## config.mk

```make
export PLATFORM = sky130hd
export DESIGN_NAME = uart_timer_port
export DESIGN_NICKNAME = d
export VERILOG_FILES = /design/src/hw/uart_pkg.sv /design/src/hw/uart_rx_buffer.sv /design/src/hw/uart_timer_port.sv
export SDC_FILE = /design/constraint.sdc
export NUM_CORES = 1
export LEC_CHECK = 0
export BUFFER_PORTS_ARGS = -buffer_cell sky130_fd_sc_hd__buf_4
export CAP_MARGIN = 0
export CORE_ASPECT_RATIO = 0.6
export CORE_MARGIN = 5
export CORE_UTILIZATION = 40
export DETAILED_ROUTE_END_ITERATION = 10
export GPL_TIMING_DRIVEN = 0
export SETUP_SLACK_MARGIN = 0.4
export SLEW_MARGIN = 20
export SYNTH_ARGS = -nofsm -noshare
export SYNTH_HDL_FRONTEND = slang
export SYNTH_SLANG_ARGS = --single-unit
```

## constraint.sdc

```tcl
create_clock -name CLK -period 2.63 [get_ports CLK]
set_clock_uncertainty 0.05 [all_clocks]
set_input_delay 0.263 -clock CLK [delete_from_list [all_inputs] [get_ports CLK]]
set_output_delay 0.263 -clock CLK [all_outputs]
set_load 0.03 [all_outputs]
```

## src/hw/uart_pkg.sv

```systemverilog
// Constants shared by the serial port and its testbench
package uart_pkg;
    // Register addresses on the special-function-register bus
    localparam logic [7:0] ADDR_XBAR_ROUTE = 8'hE2;
    localparam logic [7:0] ADDR_SER_CTRL = 8'hA0;
    localparam logic [7:0] ADDR_SER_DATA = 8'hA1;
    localparam logic [7:0] ADDR_TMR_LOW = 8'hA2;
    localparam logic [7:0] ADDR_TMR_RELOAD = 8'hA3;
    localparam logic [7:0] ADDR_TMR_CLKCFG = 8'hA4;
    localparam logic [7:0] ADDR_TMR_RUN = 8'hA5;
    // Reset values
    localparam logic [7:0] RST_BYTE = 8'h00;
    // Serial control field positions
    localparam int CTL_MODE9 = 7;
    localparam int CTL_IRQ_EN = 6;
    localparam int CTL_RX_EN = 4;
    localparam int CTL_TX_NINTH = 3;
    localparam int CTL_RX_NINTH = 2;
    localparam int CTL_TX_DONE = 1;
    localparam int CTL_RX_DONE = 0;
    // Crossbar route field positions
    localparam int XB_RX_ROUTE = 1;
    localparam int XB_TX_ROUTE = 0;
    // Timer clock config field positions
    localparam int CFG_CLK_SEL = 3;
    localparam int CFG_EXT_CNT = 2;
    localparam int CFG_RUN = 0;
    // Prescale select codes
    localparam logic [1:0] PRE_DIV12 = 2'h0;
    localparam logic [1:0] PRE_DIV4 = 2'h1;
    localparam logic [1:0] PRE_DIV48 = 2'h2;
    localparam logic [1:0] PRE_EXT8 = 2'h3;
    // Terminal counts of the prescaler (divisor minus one)
    localparam logic [5:0] PRE_MAX12 = 6'h0B;
    localparam logic [5:0] PRE_MAX4 = 6'h03;
    localparam logic [5:0] PRE_MAX48 = 6'h2F;
    localparam logic [2:0] EXT_OSC_MAX = 3'h7;
    // Timer terminal count
    localparam logic [7:0] TMR_TOP = 8'hFF;
    // Transmit frame lengths in baud ticks (bits plus one closing tick) and last receive data bit index
    localparam logic [3:0] TX_TICKS8 = 4'hB;
    localparam logic [3:0] TX_TICKS9 = 4'hC;
    localparam logic [3:0] RX_LAST8 = 4'h7;
    localparam logic [3:0] RX_LAST9 = 4'h8;
    // Receive word width: eight data bits and the ninth bit
    localparam int RX_WORD_W = 9;
    localparam int RX_BUF_DEPTH = 2;
endpackage

```

## src/hw/uart_rx_buffer.sv

```systemverilog
// Small valid/ready buffer for received words
`timescale 1ns/1ps
`default_nettype none
module uart_rx_buffer
#(
    parameter int WIDTH = 9,
    parameter int DEPTH = 2
)
(
    input wire logic CLK,
    input wire logic RST_B,
    input wire logic in_valid,
    output logic in_ready,
    input wire logic [WIDTH-1:0] in_data,
    output logic out_valid,
    input wire logic out_ready,
    output logic [WIDTH-1:0] out_data
);
    localparam int AW = (DEPTH > 1) ? $clog2(DEPTH) : 1;
    localparam logic [AW:0] DEPTH_C = (AW+1)'(DEPTH);
    localparam logic [AW-1:0] LAST_C = (AW)'(DEPTH - 1);

    logic [WIDTH-1:0] mem_ff [DEPTH];
    logic [AW-1:0] wr_ptr_ff;
    logic [AW-1:0] rd_ptr_ff;
    logic [AW:0] cnt_ff;
    wire push = in_valid && in_ready;
    wire pop = out_valid && out_ready;

    // Honest full and empty from the fill count
    assign in_ready = (cnt_ff != DEPTH_C);
    assign out_valid = (cnt_ff != '0);
    assign out_data = mem_ff[rd_ptr_ff];

    // Storage written at the write pointer
    always_ff @(posedge CLK)
    begin
        if (push)
            mem_ff[wr_ptr_ff] <= in_data;
    end

    // Pointers and fill count
    always_ff @(posedge CLK)
    begin
        if (!RST_B)
        begin
            wr_ptr_ff <= '0;
            rd_ptr_ff <= '0;
            cnt_ff <= '0;
        end
        else
        begin
            if (push)
                wr_ptr_ff <= (wr_ptr_ff == LAST_C) ? '0 : wr_ptr_ff + 1'b1;
            if (pop)
                rd_ptr_ff <= (rd_ptr_ff == LAST_C) ? '0 : rd_ptr_ff + 1'b1;
            if (push && !pop)
                cnt_ff <= cnt_ff + 1'b1;
            else if (pop && !push)
                cnt_ff <= cnt_ff - 1'b1;
        end
    end
endmodule // uart_rx_buffer
`default_nettype wire

```

## src/hw/uart_timer_port.sv

```systemverilog
// Serial port with timer-based baud generation and pin routing
//
// Contract
// RULE1 - Full duplex, 8-bit and 9-bit modes only
// RULE2 - Buffered receiver accepts next byte meanwhile
// RULE3 - Data address: write transmits, read receives
// RULE4 - Interrupt on transmit-done or receive-done
// RULE5 - Done flags stay set until software clears
// RULE6 - Transmit clock from auto-reload timer overflows
// RULE7 - Hidden receive counter copy, same reload
// RULE8 - Both overflows divided by two
// RULE9 - Start bit forces receive counter reload
// RULE10 - Six selectable timer clock sources
// RULE11 - Overflow rate clock over 256 minus reload
// RULE12 - Clock select bit and prescale codes
// RULE13 - External oscillator clocks timer, not system
// RULE14 - Route bits connect transmit and receive pins
// RULE15 - Start, data LSB first, ninth, stop
`timescale 1ns/1ps
`default_nettype none
module uart_timer_port
import uart_pkg::*;
(
    input wire logic CLK,
    input wire logic RST_B,
    input wire logic [7:0] SFR_ADDR,
    input wire logic [7:0] SFR_WDATA,
    input wire logic SFR_WR,
    input wire logic SFR_RD,
    output logic [7:0] SFR_RDATA,
    input wire logic EXT_OSC,
    input wire logic EXT_TIMER_IN,
    input wire logic RX_PIN,
    output logic TX_PIN_OUT,
    output logic TX_PIN_OE,
    output logic UART_IRQ
);
    typedef enum logic [1:0] {TX_IDLE, TX_SEND} tx_state_t;
    typedef enum logic [2:0] {RX_IDLE, RX_START, RX_DATA, RX_STOP, RX_PUSH} rx_state_t;

    ////////////////////////////////////////////////////////////////////////////
    // Registers
    logic [7:0] xbar_ff;
    logic [7:0] ctl_ff;
    logic [7:0] low_ff;
    logic [7:0] rx_low_ff;
    logic [7:0] reload_ff;
    logic [3:0] clkcfg_ff;
    logic run_ff;
    logic [7:0] rx_hold_ff;
    logic [7:0] rdata_ff;
    logic irq_ff;
    logic tx_line_ff;
    logic [5:0] presc_ff;
    logic [2:0] osc_cnt_ff;
    logic osc_q_ff;
    logic tpin_q_ff;
    logic rx_q_ff;
    logic tx_half_ff;
    logic rx_half_ff;
    tx_state_t tx_state_ff;
    rx_state_t rx_state_ff;
    logic [10:0] tx_bits_ff;
    logic [3:0] tx_left_ff;
    logic [3:0] rx_cnt_ff;
    logic [8:0] rx_word_ff;

    ////////////////////////////////////////////////////////////////////////////
    // Bus decode
    wire wr_xbar = SFR_WR && (SFR_ADDR == ADDR_XBAR_ROUTE);
    wire wr_ctl = SFR_WR && (SFR_ADDR == ADDR_SER_CTRL);
    wire wr_data = SFR_WR && (SFR_ADDR == ADDR_SER_DATA);
    wire wr_low = SFR_WR && (SFR_ADDR == ADDR_TMR_LOW);
    wire wr_reload = SFR_WR && (SFR_ADDR == ADDR_TMR_RELOAD);
    wire wr_cfg = SFR_WR && (SFR_ADDR == ADDR_TMR_CLKCFG);
    wire wr_run = SFR_WR && (SFR_ADDR == ADDR_TMR_RUN);
    wire mode9 = ctl_ff[CTL_MODE9]; // RULE1

    // Read mux; data address returns only the receive holding register
    wire [7:0] rd_mux =
        (SFR_ADDR == ADDR_XBAR_ROUTE) ? xbar_ff :
        (SFR_ADDR == ADDR_SER_CTRL) ? ctl_ff :
        (SFR_ADDR == ADDR_SER_DATA) ? rx_hold_ff : // RULE3
        (SFR_ADDR == ADDR_TMR_LOW) ? low_ff :
        (SFR_ADDR == ADDR_TMR_RELOAD) ? reload_ff :
        (SFR_ADDR == ADDR_TMR_CLKCFG) ? {4'h0, clkcfg_ff} :
        (SFR_ADDR == ADDR_TMR_RUN) ? {7'h00, run_ff} : RST_BYTE;

    ////////////////////////////////////////////////////////////////////////////
    // Timer clock source selection
    wire [1:0] pre_sel = clkcfg_ff[1:0];
    wire [5:0] presc_max =
        (pre_sel == PRE_DIV4) ? PRE_MAX4 :
        (pre_sel == PRE_DIV48) ? PRE_MAX48 : PRE_MAX12; // RULE12
    wire presc_tick = (presc_ff == presc_max);
    wire osc_edge = EXT_OSC && !osc_q_ff;
    wire osc_tick = osc_edge && (osc_cnt_ff == EXT_OSC_MAX); // RULE13
    wire tpin_edge = EXT_TIMER_IN && !tpin_q_ff;
    wire pre_tick = (pre_sel == PRE_EXT8) ? osc_tick : presc_tick;
    wire src_tick =
        clkcfg_ff[CFG_EXT_CNT] ? tpin_edge :
        clkcfg_ff[CFG_CLK_SEL] ? 1'b1 : pre_tick; // RULE10 RULE12
    wire tmr_tick = run_ff && src_tick;

    ////////////////////////////////////////////////////////////////////////////
    // Overflows and divide-by-two baud ticks
    wire tx_ovf = tmr_tick && (low_ff == TMR_TOP); // RULE6
    wire rx_ovf = tmr_tick && (rx_low_ff == TMR_TOP); // RULE7
    wire tx_tick = tx_ovf && tx_half_ff; // RULE8
    wire rx_tick = rx_ovf && !rx_half_ff; // RULE8
    wire rx_in = xbar_ff[XB_RX_ROUTE] ? RX_PIN : 1'b1; // RULE14
    wire start_det = (rx_state_ff == RX_IDLE) && ctl_ff[CTL_RX_EN]
                     && rx_q_ff && !rx_in; // RULE9

    ////////////////////////////////////////////////////////////////////////////
    // Receive buffer and drain into the holding register
    wire buf_in_ready;
    wire buf_out_valid;
    wire [8:0] buf_out_data;
    wire buf_push = (rx_state_ff == RX_PUSH);
    wire rx_pop = buf_out_valid && !ctl_ff[CTL_RX_DONE]; // RULE2
    wire tx_end = (tx_state_ff == TX_SEND) && tx_tick && (tx_left_ff == 4'h1);

    uart_rx_buffer #(
        .WIDTH(RX_WORD_W),
        .DEPTH(RX_BUF_DEPTH)
    ) u_rx_buffer (
        .CLK(CLK),
        .RST_B(RST_B),
        .in_valid(buf_push),
        .in_ready(buf_in_ready),
        .in_data(rx_word_ff),
        .out_valid(buf_out_valid),
        .out_ready(!ctl_ff[CTL_RX_DONE]),
        .out_data(buf_out_data)
    );

    // Control flags: hardware set wins over a software clear
    wire [7:0] ctl_wr = wr_ctl ? SFR_WDATA : ctl_ff;
    wire nxt_tx_done = tx_end || ctl_wr[CTL_TX_DONE]; // RULE4 RULE5
    wire nxt_rx_done = rx_pop || ctl_wr[CTL_RX_DONE]; // RULE4 RULE5
    wire nxt_rx_ninth = rx_pop ? buf_out_data[8] : ctl_wr[CTL_RX_NINTH];
    wire [7:0] nxt_ctl = {ctl_wr[7:6], 1'b0, ctl_wr[4:3], nxt_rx_ninth, nxt_tx_done, nxt_rx_done};

    ////////////////////////////////////////////////////////////////////////////
    // Software-visible registers and output flops
    always_ff @(posedge CLK)
    begin
        if (!RST_B)
        begin
            xbar_ff <= RST_BYTE;
            ctl_ff <= RST_BYTE;
            reload_ff <= RST_BYTE;
            clkcfg_ff <= 4'h0;
            run_ff <= 1'b0;
            rx_hold_ff <= RST_BYTE;
            rdata_ff <= RST_BYTE;
            irq_ff <= 1'b0;
        end
        else
        begin
            if (wr_xbar)
                xbar_ff <= SFR_WDATA;
            ctl_ff <= nxt_ctl;
            if (wr_reload)
                reload_ff <= SFR_WDATA;
            if (wr_cfg)
                clkcfg_ff <= SFR_WDATA[3:0];
            if (wr_run)
                run_ff <= SFR_WDATA[CFG_RUN];
            if (rx_pop)
                rx_hold_ff <= buf_out_data[7:0]; // RULE2
            if (SFR_RD)
                rdata_ff <= rd_mux; // RULE3
            irq_ff <= nxt_ctl[CTL_IRQ_EN] && (nxt_tx_done || nxt_rx_done); // RULE4
        end
    end

    // Prescaler and input edge samplers
    always_ff @(posedge CLK)
    begin
        if (!RST_B)
        begin
            presc_ff <= 6'h00;
            osc_cnt_ff <= 3'h0;
            osc_q_ff <= 1'b0;
            tpin_q_ff <= 1'b0;
            rx_q_ff <= 1'b1;
        end
        else
        begin
            presc_ff <= presc_tick ? 6'h00 : presc_ff + 6'h01; // RULE10
            if (osc_edge)
                osc_cnt_ff <= osc_cnt_ff + 3'h1; // RULE13
            osc_q_ff <= EXT_OSC;
            tpin_q_ff <= EXT_TIMER_IN;
            rx_q_ff <= rx_in;
        end
    end

    // Transmit counter and its hidden receive copy, both auto-reloading
    always_ff @(posedge CLK)
    begin
        if (!RST_B)
        begin
            low_ff <= RST_BYTE;
            rx_low_ff <= RST_BYTE;
            tx_half_ff <= 1'b0;
            rx_half_ff <= 1'b0;
        end
        else
        begin
            if (wr_low)
                low_ff <= SFR_WDATA;
            else if (tmr_tick)
                low_ff <= tx_ovf ? reload_ff : low_ff + 8'h01; // RULE6 RULE11
            if (start_det)
                rx_low_ff <= reload_ff; // RULE9
            else if (tmr_tick)
                rx_low_ff <= rx_ovf ? reload_ff : rx_low_ff + 8'h01; // RULE7
            if (tx_ovf)
                tx_half_ff <= !tx_half_ff; // RULE8
            if (start_det)
                rx_half_ff <= 1'b0; // RULE9
            else if (rx_ovf)
                rx_half_ff <= !rx_half_ff; // RULE8
        end
    end

    ////////////////////////////////////////////////////////////////////////////
    // Transmitter: start, data LSB first, optional ninth bit, stop
    always_ff @(posedge CLK)
    begin
        if (!RST_B)
        begin
            tx_state_ff <= TX_IDLE;
            tx_bits_ff <= 11'h7FF;
            tx_left_ff <= 4'h0;
            tx_line_ff <= 1'b1;
        end
        else
        begin
            case (tx_state_ff)
                TX_IDLE:
                begin
                    tx_line_ff <= 1'b1;
                    if (wr_data)
                    begin
                        tx_bits_ff <= {1'b1, mode9 ? ctl_ff[CTL_TX_NINTH] : 1'b1, SFR_WDATA, 1'b0}; // RULE15
                        tx_left_ff <= mode9 ? TX_TICKS9 : TX_TICKS8; // RULE1
                        tx_state_ff <= TX_SEND;
                    end
                end
                TX_SEND:
                begin
                    if (tx_tick)
                    begin
                        tx_left_ff <= tx_left_ff - 4'h1;
                        tx_line_ff <= tx_bits_ff[0]; // RULE15
                        tx_bits_ff <= {1'b1, tx_bits_ff[10:1]};
                        if (tx_left_ff == 4'h1)
                        begin
                            tx_line_ff <= 1'b1;
                            tx_state_ff <= TX_IDLE;
                        end
                    end
                end
                default: tx_state_ff <= TX_IDLE;
            endcase
        end
    end

    ////////////////////////////////////////////////////////////////////////////
    // Receiver: samples each bit at mid-point after the forced reload
    always_ff @(posedge CLK)
    begin
        if (!RST_B)
        begin
            rx_state_ff <= RX_IDLE;
            rx_cnt_ff <= 4'h0;
            rx_word_ff <= 9'h000;
        end
        else
        begin
            case (rx_state_ff)
                RX_IDLE:
                    if (start_det)
                        rx_state_ff <= RX_START; // RULE9
                RX_START:
                    if (rx_tick)
                    begin
                        rx_cnt_ff <= 4'h0;
                        rx_state_ff <= rx_in ? RX_IDLE : RX_DATA;
                    end
                RX_DATA:
                    if (rx_tick)
                    begin
                        rx_word_ff[rx_cnt_ff] <= rx_in; // RULE15
                        rx_cnt_ff <= rx_cnt_ff + 4'h1;
                        if (rx_cnt_ff == (mode9 ? RX_LAST9 : RX_LAST8))
                            rx_state_ff <= RX_STOP; // RULE1
                    end
                RX_STOP:
                    if (rx_tick)
                    begin
                        if (!mode9)
                            rx_word_ff[8] <= rx_in;
                        rx_state_ff <= RX_PUSH;
                    end
                RX_PUSH:
                    if (buf_in_ready)
                        rx_state_ff <= RX_IDLE; // RULE2
                default: rx_state_ff <= RX_IDLE;
            endcase
        end
    end

    ////////////////////////////////////////////////////////////////////////////
    // Outputs straight from flops
    assign SFR_RDATA = rdata_ff;
    assign TX_PIN_OUT = tx_line_ff;
    assign TX_PIN_OE = xbar_ff[XB_TX_ROUTE]; // RULE14
    assign UART_IRQ = irq_ff;

    ////////////////////////////////////////////////////////////////////////////
    // Checks
    a_tx_idle_high: assert property (@(posedge CLK) disable iff (!RST_B) // RULE15
        (tx_state_ff == TX_IDLE) |=> TX_PIN_OUT)
        else $error("transmit line low while idle");
    a_tx_done_set: assert property (@(posedge CLK) disable iff (!RST_B) // RULE4
        tx_end |=> ctl_ff[CTL_TX_DONE] && (tx_state_ff == TX_IDLE))
        else $error("transmit done flag not set at frame end");
    a_flag_sticky: assert property (@(posedge CLK) disable iff (!RST_B) // RULE5
        ctl_ff[CTL_RX_DONE] && !wr_ctl |=> ctl_ff[CTL_RX_DONE])
        else $error("receive done flag dropped without software");
    a_irq_follow: assert property (@(posedge CLK) disable iff (!RST_B) // RULE4
        ctl_ff[CTL_IRQ_EN] && (ctl_ff[CTL_TX_DONE] || ctl_ff[CTL_RX_DONE]) |-> UART_IRQ)
        else $error("interrupt missing while flag set");
    a_rx_reload: assert property (@(posedge CLK) disable iff (!RST_B) // RULE9
        start_det |=> (rx_low_ff == $past(reload_ff)) && !rx_half_ff)
        else $error("receive counter not reloaded on start");
    a_tx_reload: assert property (@(posedge CLK) disable iff (!RST_B) // RULE6
        tx_ovf && !wr_low |=> low_ff == $past(reload_ff))
        else $error("transmit counter not reloaded on overflow");
    a_half_rate: assert property (@(posedge CLK) disable iff (!RST_B) // RULE8
        tx_tick |-> ##1 !tx_half_ff)
        else $error("transmit tick not every second overflow");
    a_route_oe: assert property (@(posedge CLK) disable iff (!RST_B) // RULE14
        wr_xbar |=> TX_PIN_OE == $past(SFR_WDATA[XB_TX_ROUTE]))
        else $error("transmit route enable not applied");
    a_presc_div4: assert property (@(posedge CLK) disable iff (!RST_B) // RULE12
        presc_tick && (pre_sel == PRE_DIV4) && !wr_cfg |=> !presc_tick [*3]
        ##1 (presc_ff == PRE_MAX4) && (presc_tick || (pre_sel != PRE_DIV4)))
        else $error("divide by four prescale wrong");
    a_rd_data: assert property (@(posedge CLK) disable iff (!RST_B) // RULE3
        SFR_RD && (SFR_ADDR == ADDR_SER_DATA) |=> SFR_RDATA == $past(rx_hold_ff))
        else $error("data read did not return receive register");
endmodule // uart_timer_port
`default_nettype wire

```

[Word level (Yosys, flattened, before mapping)]
Memory sizes are Yosys's and may differ from the RTL's. A register that Yosys moved wholly into a read port is not among the register bits.
Index checks and enable logic that the tools add are counted.
Cells by class
  add/subtract/negate cells: 10
  order comparisons: 2
  equality and inequality tests: 32
  muxes and demuxes: 63
  bitwise gates (word level): 1
  reduce and logical (&&, ||, !) cells: 56
Operators with widths (count)
  two-way mux 8 bit: 12
  == test 8 bit (second input constant): 9
  logical AND 1 bit: 26
  two-way mux 4 bit: 6
  two-way mux 11 bit: 2
  one-hot mux 11 bit (2 select lines): 1
  two-way mux 3 bit: 7
  inequality test 2 bit (second input constant): 10
  two-way mux 1 bit: 18
  adder 8 x 1 -> 8 bit (second input constant): 2
  one-hot mux 4 bit (2 select lines): 2
  nonzero test 2 bit: 8
  one-hot mux 3 bit (5 select lines): 1
  two-way mux 2 bit: 6
  two-way mux 6 bit: 2
  bitwise mux 9 bit: 1
  two-way mux 9 bit: 1
  AND reduction 3 bit: 3
  logical NOT 1 bit: 8
  adder 6 x 1 -> 6 bit (second input constant): 1
  == test 3 x 2 -> 1 bit (second input constant): 2
  == test 3 bit (second input constant): 2
  == test 6 bit: 1
  AND reduction 6 bit: 1
  other kinds (24): 32
Storage, ports and cells
  register bits: 114
  memory bits (writable): 18
  output and inout bits: 11
  logic and storage cells: 196
  memories: 1
Memory list
  u_rx_buffer.mem_ff: words 2, bits a word 9, rd ports 1, clocked after memory_dff 1, write ports 1, RTL line uart_rx_buffer.sv:23  | logic [WIDTH-1:0] mem_ff [DEPTH];

[Logic depth before layout (Yosys ltp)]
  depth after elaboration: 15
  gate-level depth with buffers: 10
  mapped depth without buffers: 8

[By module]
Synthesis repeated with hierarchy kept, for this count alone.
Second synthesis, totals
  cells, all modules: 733
  area total of the unflattened synthesis: 6527.5 sq um
By module, submodules not included
  uart_timer_port: instances 1, cells an instance 681, area an instance 5637.9 sq um
  uart_rx_buffer: instances 1, cells an instance 52, area an instance 889.6 sq um

[Worst setup path before layout]
No wires, ideal clock.
  path kind: reg2reg
  from: register osc_cnt_ff[0]
  to: register tx_left_ff[2]
  setup time: 0.120 ns
  arrival time: 2.181 ns
  data required time: 2.460 ns
  setup slack: 0.280 ns
  cell stages (with the launch flop): 11
  path buffers: 2
  period minus slack after synthesis: 2.350 ns
  cells stage by stage: dfxtp_1 > ha_1 > ha_1 > nor2b_1 > a221o_1 > and2_0 > clkbuf_1 > o2111ai_1 > clkbuf_1 > nor3b_1 > o31a_1
On the way
  cells in the longest elaborated chain, start to end: 10
Ends and longest elaborated chain
  start, declared: RTL line uart_timer_port.sv:55  | logic [2:0] osc_cnt_ff;
  start signal, assigned: RTL line uart_timer_port.sv:194  | osc_cnt_ff <= osc_cnt_ff + 3'h1;
  == test 3 bit: RTL line uart_timer_port.sv:97  | wire osc_tick = osc_edge && (osc_cnt_ff == EXT_OSC_MAX);
  logical AND 1 bit: RTL line uart_timer_port.sv:97
  two-way mux 1 bit: RTL line uart_timer_port.sv:99  | wire pre_tick = (pre_sel == PRE_EXT8) ? osc_tick : presc_tick;
  two-way mux 1 bit: RTL line uart_timer_port.sv:102  | clkcfg_ff[CFG_CLK_SEL] ? 1'b1 : pre_tick;
  two-way mux 1 bit: RTL line uart_timer_port.sv:101  | clkcfg_ff[CFG_EXT_CNT] ? tpin_edge :
  logical AND 1 bit: RTL line uart_timer_port.sv:103  | wire tmr_tick = run_ff && src_tick;
  logical AND 1 bit: RTL line uart_timer_port.sv:107  | wire tx_ovf = tmr_tick && (low_ff == TMR_TOP);
  logical AND 1 bit: RTL line uart_timer_port.sv:109  | wire tx_tick = tx_ovf && tx_half_ff;
  inequality test 2 bit (no line)
  AND reduction 3 bit (no line)
  end signal, assigned: RTL line uart_timer_port.sv:250  | tx_left_ff <= mode9 ? TX_TICKS9 : TX_TICKS8;
  end signal, assigned: RTL line uart_timer_port.sv:258  | tx_left_ff <= tx_left_ff - 4'h1;
  end, declared: RTL line uart_timer_port.sv:64  | logic [3:0] tx_left_ff;
Every way passes these cells.
A chain may end at the register's enable or synchronous reset.

[Worst setup path in the final report]
  from: register clkcfg_ff[0]
  to: register rx_cnt_ff[3]
On the way
  cells in the longest elaborated chain, start to end: 12
  elaborated cells on any way between the ends: 15
  classes of those cells: eq/ne (6); mux (5); reduce/logical (4)
Ends and longest elaborated chain
  start, declared: RTL line uart_timer_port.sv:48  | logic [3:0] clkcfg_ff;
  start signal, assigned: RTL line uart_timer_port.sv:168  | clkcfg_ff <= SFR_WDATA[3:0];
  == test 2 bit: RTL line uart_timer_port.sv:94  | (pre_sel == PRE_DIV48) ? PRE_MAX48 : PRE_MAX12;
  two-way mux 6 bit: RTL line uart_timer_port.sv:94
  two-way mux 6 bit: RTL line uart_timer_port.sv:93  | (pre_sel == PRE_DIV4) ? PRE_MAX4 :
  == test 6 bit: RTL line uart_timer_port.sv:95  | wire presc_tick = (presc_ff == presc_max);
  two-way mux 1 bit (*): RTL line uart_timer_port.sv:99
  two-way mux 1 bit (*): RTL line uart_timer_port.sv:102
  two-way mux 1 bit (*): RTL line uart_timer_port.sv:101
  logical AND 1 bit (*): RTL line uart_timer_port.sv:103
  logical AND 1 bit (*): RTL line uart_timer_port.sv:108  | wire rx_ovf = tmr_tick && (rx_low_ff == TMR_TOP);
  logical AND 1 bit (*): RTL line uart_timer_port.sv:110  | wire rx_tick = rx_ovf && !rx_half_ff;
  inequality test 2 bit (no line)
  AND reduction 3 bit (no line) (*)
  end signal, assigned: RTL line uart_timer_port.sv:299  | rx_cnt_ff <= rx_cnt_ff + 4'h1;
  end, declared: RTL line uart_timer_port.sv:65  | logic [3:0] rx_cnt_ff;
Every way passes the cells marked *; elsewhere a longest branch is shown, timed or not.

==> results.yml <==
global_route:
  globalRoute.totalOverflow: 0
  grt_pass1_vias: 5644
  grt_pass1_wl_um: 32400
  grt_usage_pct: 23.14
  antenna_found_initial: 0
  grt_max_degree: 17
placed_design:
  dpl_cell_area_um2: 6790
  pre_cts_ws_ns: -0.2574
  placed_cells: 954
  gp_congestion: 0.9324
  hpwl_um: 14660
  port_buffers: 32
sta:
  fmax_mhz: 408.4
  period_minus_slack_ns: 2.449
  worst_pin_slew_ns: 0.8300
  setup_ws_ns: 0.1811
  period_share_pct: 93.11
  setup_violations: 0
  slew_viol_final: 0
  finalHoldViolCount: 0
  rsz0062_at_grt: "true"
  relSlewSlack_pct: 44.67
setup_path:
  regToRegSetupSlack_ns: 0.18
  critPathCaptureType: "register"
  critPathLaunchType: "register"
  r2r_cells: 7
  worstSetupPathType: "reg2reg"
  rr_startpoint: "clkcfg_ff[0]"
  critPathMaxFanout: 8
  cp.arrival_ns: 2.75
  cp-endpoint: "rx_cnt_ff[3]"
  cp.required_ns: 2.93
  startpoint: "clkcfg_ff[0]"
  reg2reg_to: "rx_cnt_ff[3]"
flow_run:
  max-cap-violations: 0
power:
  p_leak_nw: 2.959
  cellPowerDensity_nw_per_um2: 662.2
  peakVddDrop_uv: 538.5
floorplanning:
  fp.dieW_um: 171.8
  core_area_um2: 15370
  dieArea_um2: 18390
  die_h_um: 107.1
  floorplan.initialDensity_pct: 40.86
  io_pins: 34
  num_rows: 35
drt:
  via_count: 6070
  drc: 0
  antenna_left: 0
  first_iter_violations: 687
  wirelength_um: 21550
  dr.pass1.iters: 5
  wire_per_inst_um: 21.13
  detail_route.vias_per_cell: 5.951
yosys:
  synth_edf_count: 18
  yosysTopAreaCell: "dfxtp_1"
  syn_inst: 719
  ys_seq_elements: 130
  synthFlopType: "dfxtp_1"
  ys_seq_area_share_pct: 44.30
  synth.distinct_cells: 70
  async_flop_share_pct: 0
  synth.top_cells.by_count: "112 x dfxtp_1, 97 x nand2_1, 62 x nor2_1"
  netlist_area_um2: 6281
  synth_area_leaders: "dfxtp_1 36%, edfxtp_1 8.6%, nand2_1 5.8%"
  avgSynthCellArea_um2: 8.736
  yosysMostFrequentCell: "dfxtp_1"
  synth_top_area_share_pct: 35.70
  syn_nets: 754
  yosys_warnings: 0
clock_network:
  clockBufferDepth: 2
  numCtsBuffers: 17
  root_buffer: "clkbuf_16"
  worstSkewPairLatency_ns: 0.42
  cts_tree: "done"
  clock_sinks: 130
  htree_num_levels: 4
  path_clk_slew_ns: 0.06
layout:
  layout.cells.non_filler: 1020
  nFillCells: 1368
  final_cell_area_um2: 8197
  areaGrowthSynthToFinish_pct: 30.50
  drive_gt1_share_pct: 22.52
  antenna_cells: 0
  final_nets: 839
outcome:
  status: "finished, final reports clean"
min_path:
  min_path_type: "in2reg"
worst min path at each step:
| stage | start | endpoint | slack, ns | depth (start not counted) |
|---|---|---|---|---|
| 6_report | EXT_TIMER_IN | tpin_q_ff | 0.01 | 2 |
| 5_1_grt | EXT_OSC | osc_q_ff | 0.007 | 2 |
| 4_1_cts | EXT_TIMER_IN | tpin_q_ff | 0.004 | 2 |
| 3_5_place_dp | presc_ff[0] | presc_ff[0] | 0.39 | 1 |
| 3_3_place_gp | presc_ff[0] | presc_ff[0] | 0.38 | 1 |
| 2_1_floorplan | SFR_WDATA[7] | low_ff[7] | 0.32 | 2 |
repair_timing:
item / in CTS / in global routing
buffers inserted: 21 / 10
endpoints found under the setup margin: 52 / 58
pin swaps: 22 / 39
resized for setup: 80 / 44
cloned: 2 / 1
hold buffers: 0 / 0
layout make-up:
type	count	area (µm²)	area share [%]
multi-input cells	536	3701	45.15
clock buffers	17	425.4	5.190
clock inverters	15	196.4	2.397
flip-flops and latches	130	2800	34.16
well taps	203	254.0	3.099
repair buffers	66	566.8	6.915
plain buffers	39	200.2	2.442
inverters	14	52.55	0.6411
flip-flops by register name, summed over array words and instances, names as in the netlist, 6 cells and up, named ones only:
signal              flops
u_rx_buffer.mem_ff     18
xbar_ff                 8
SFR_RDATA               8
tx_bits_ff             10
low_ff                  8
ctl_ff                  7
reload_ff               8
rx_word_ff              9
presc_ff                6
rx_low_ff               8
rx_hold_ff              8
cells by family (layout without fill, tap and decap cells):
| logic type | count (synthesis) | in the layout | share of synthesized area [%] |
|---|---|---|---|
| simple gates | 294 | 294 | 22.81 |
| compound gates | 180 | 180 | 19.38 |
| flops | 130 | 130 | 44.30 |
| buf+inv | 53 | 151 | 3.327 |
| mux | 36 | 36 | 5.837 |
| xor+xnor | 14 | 14 | 1.952 |
| fa+ha+maj | 12 | 12 | 2.390 |
metal layers:
layer	share of wire [%]	up-vias	track usage, %
li1	-	2800	-
met1	48	2969	34.86
met2	42	275	31.71
met3	9.3	26	7.590
met4	1.1	0	5.328
met5	0	-	0
where the power goes:
group,switching (W),internal [W]
combinational,0.000415,0.000253
sequential,0.0000867,0.00213
clock,0.00102,0.00152
through the flow:
step                TNS, ns  power (W)  hold slack, ns  utilization [%]
finish                    0   0.005428         0.01099            53.33
global route              0   0.005619        0.007414            53.33
floorplan                 0   0.002678          0.3216                -
CTS                       0   0.005429        0.004061            51.43
global placement     -2.904   0.002872          0.3765            44.14
detailed placement   -2.628   0.002899          0.3883            44.18
cells in the final DEF (no fill, tap or decap), drive strengths merged, types with 8 or more instances in the layout:
cell and n:
edfxtp 18, mux2i 31, a211oi 17, nor3 15, nand2b 11, nand4 8, dfxtp 112, xnor2 9
buf 71, clkbuf 51, nor2b 22, a21oi 55, o21ai 33, nand2 97, inv 21, a221oi 9
nand3 38, ha 12, nor2 62
critical path, stage by stage, from the launching register on:
cell       delay [ns]
dfxtp_4          0.37
or4_4            0.58
a211o_4          0.41
a2111oi_4        0.38
buf_6            0.20
buf_6            0.10
nand4_1          0.11
a21oi_2          0.17
(Power assumes the default switching activity.)
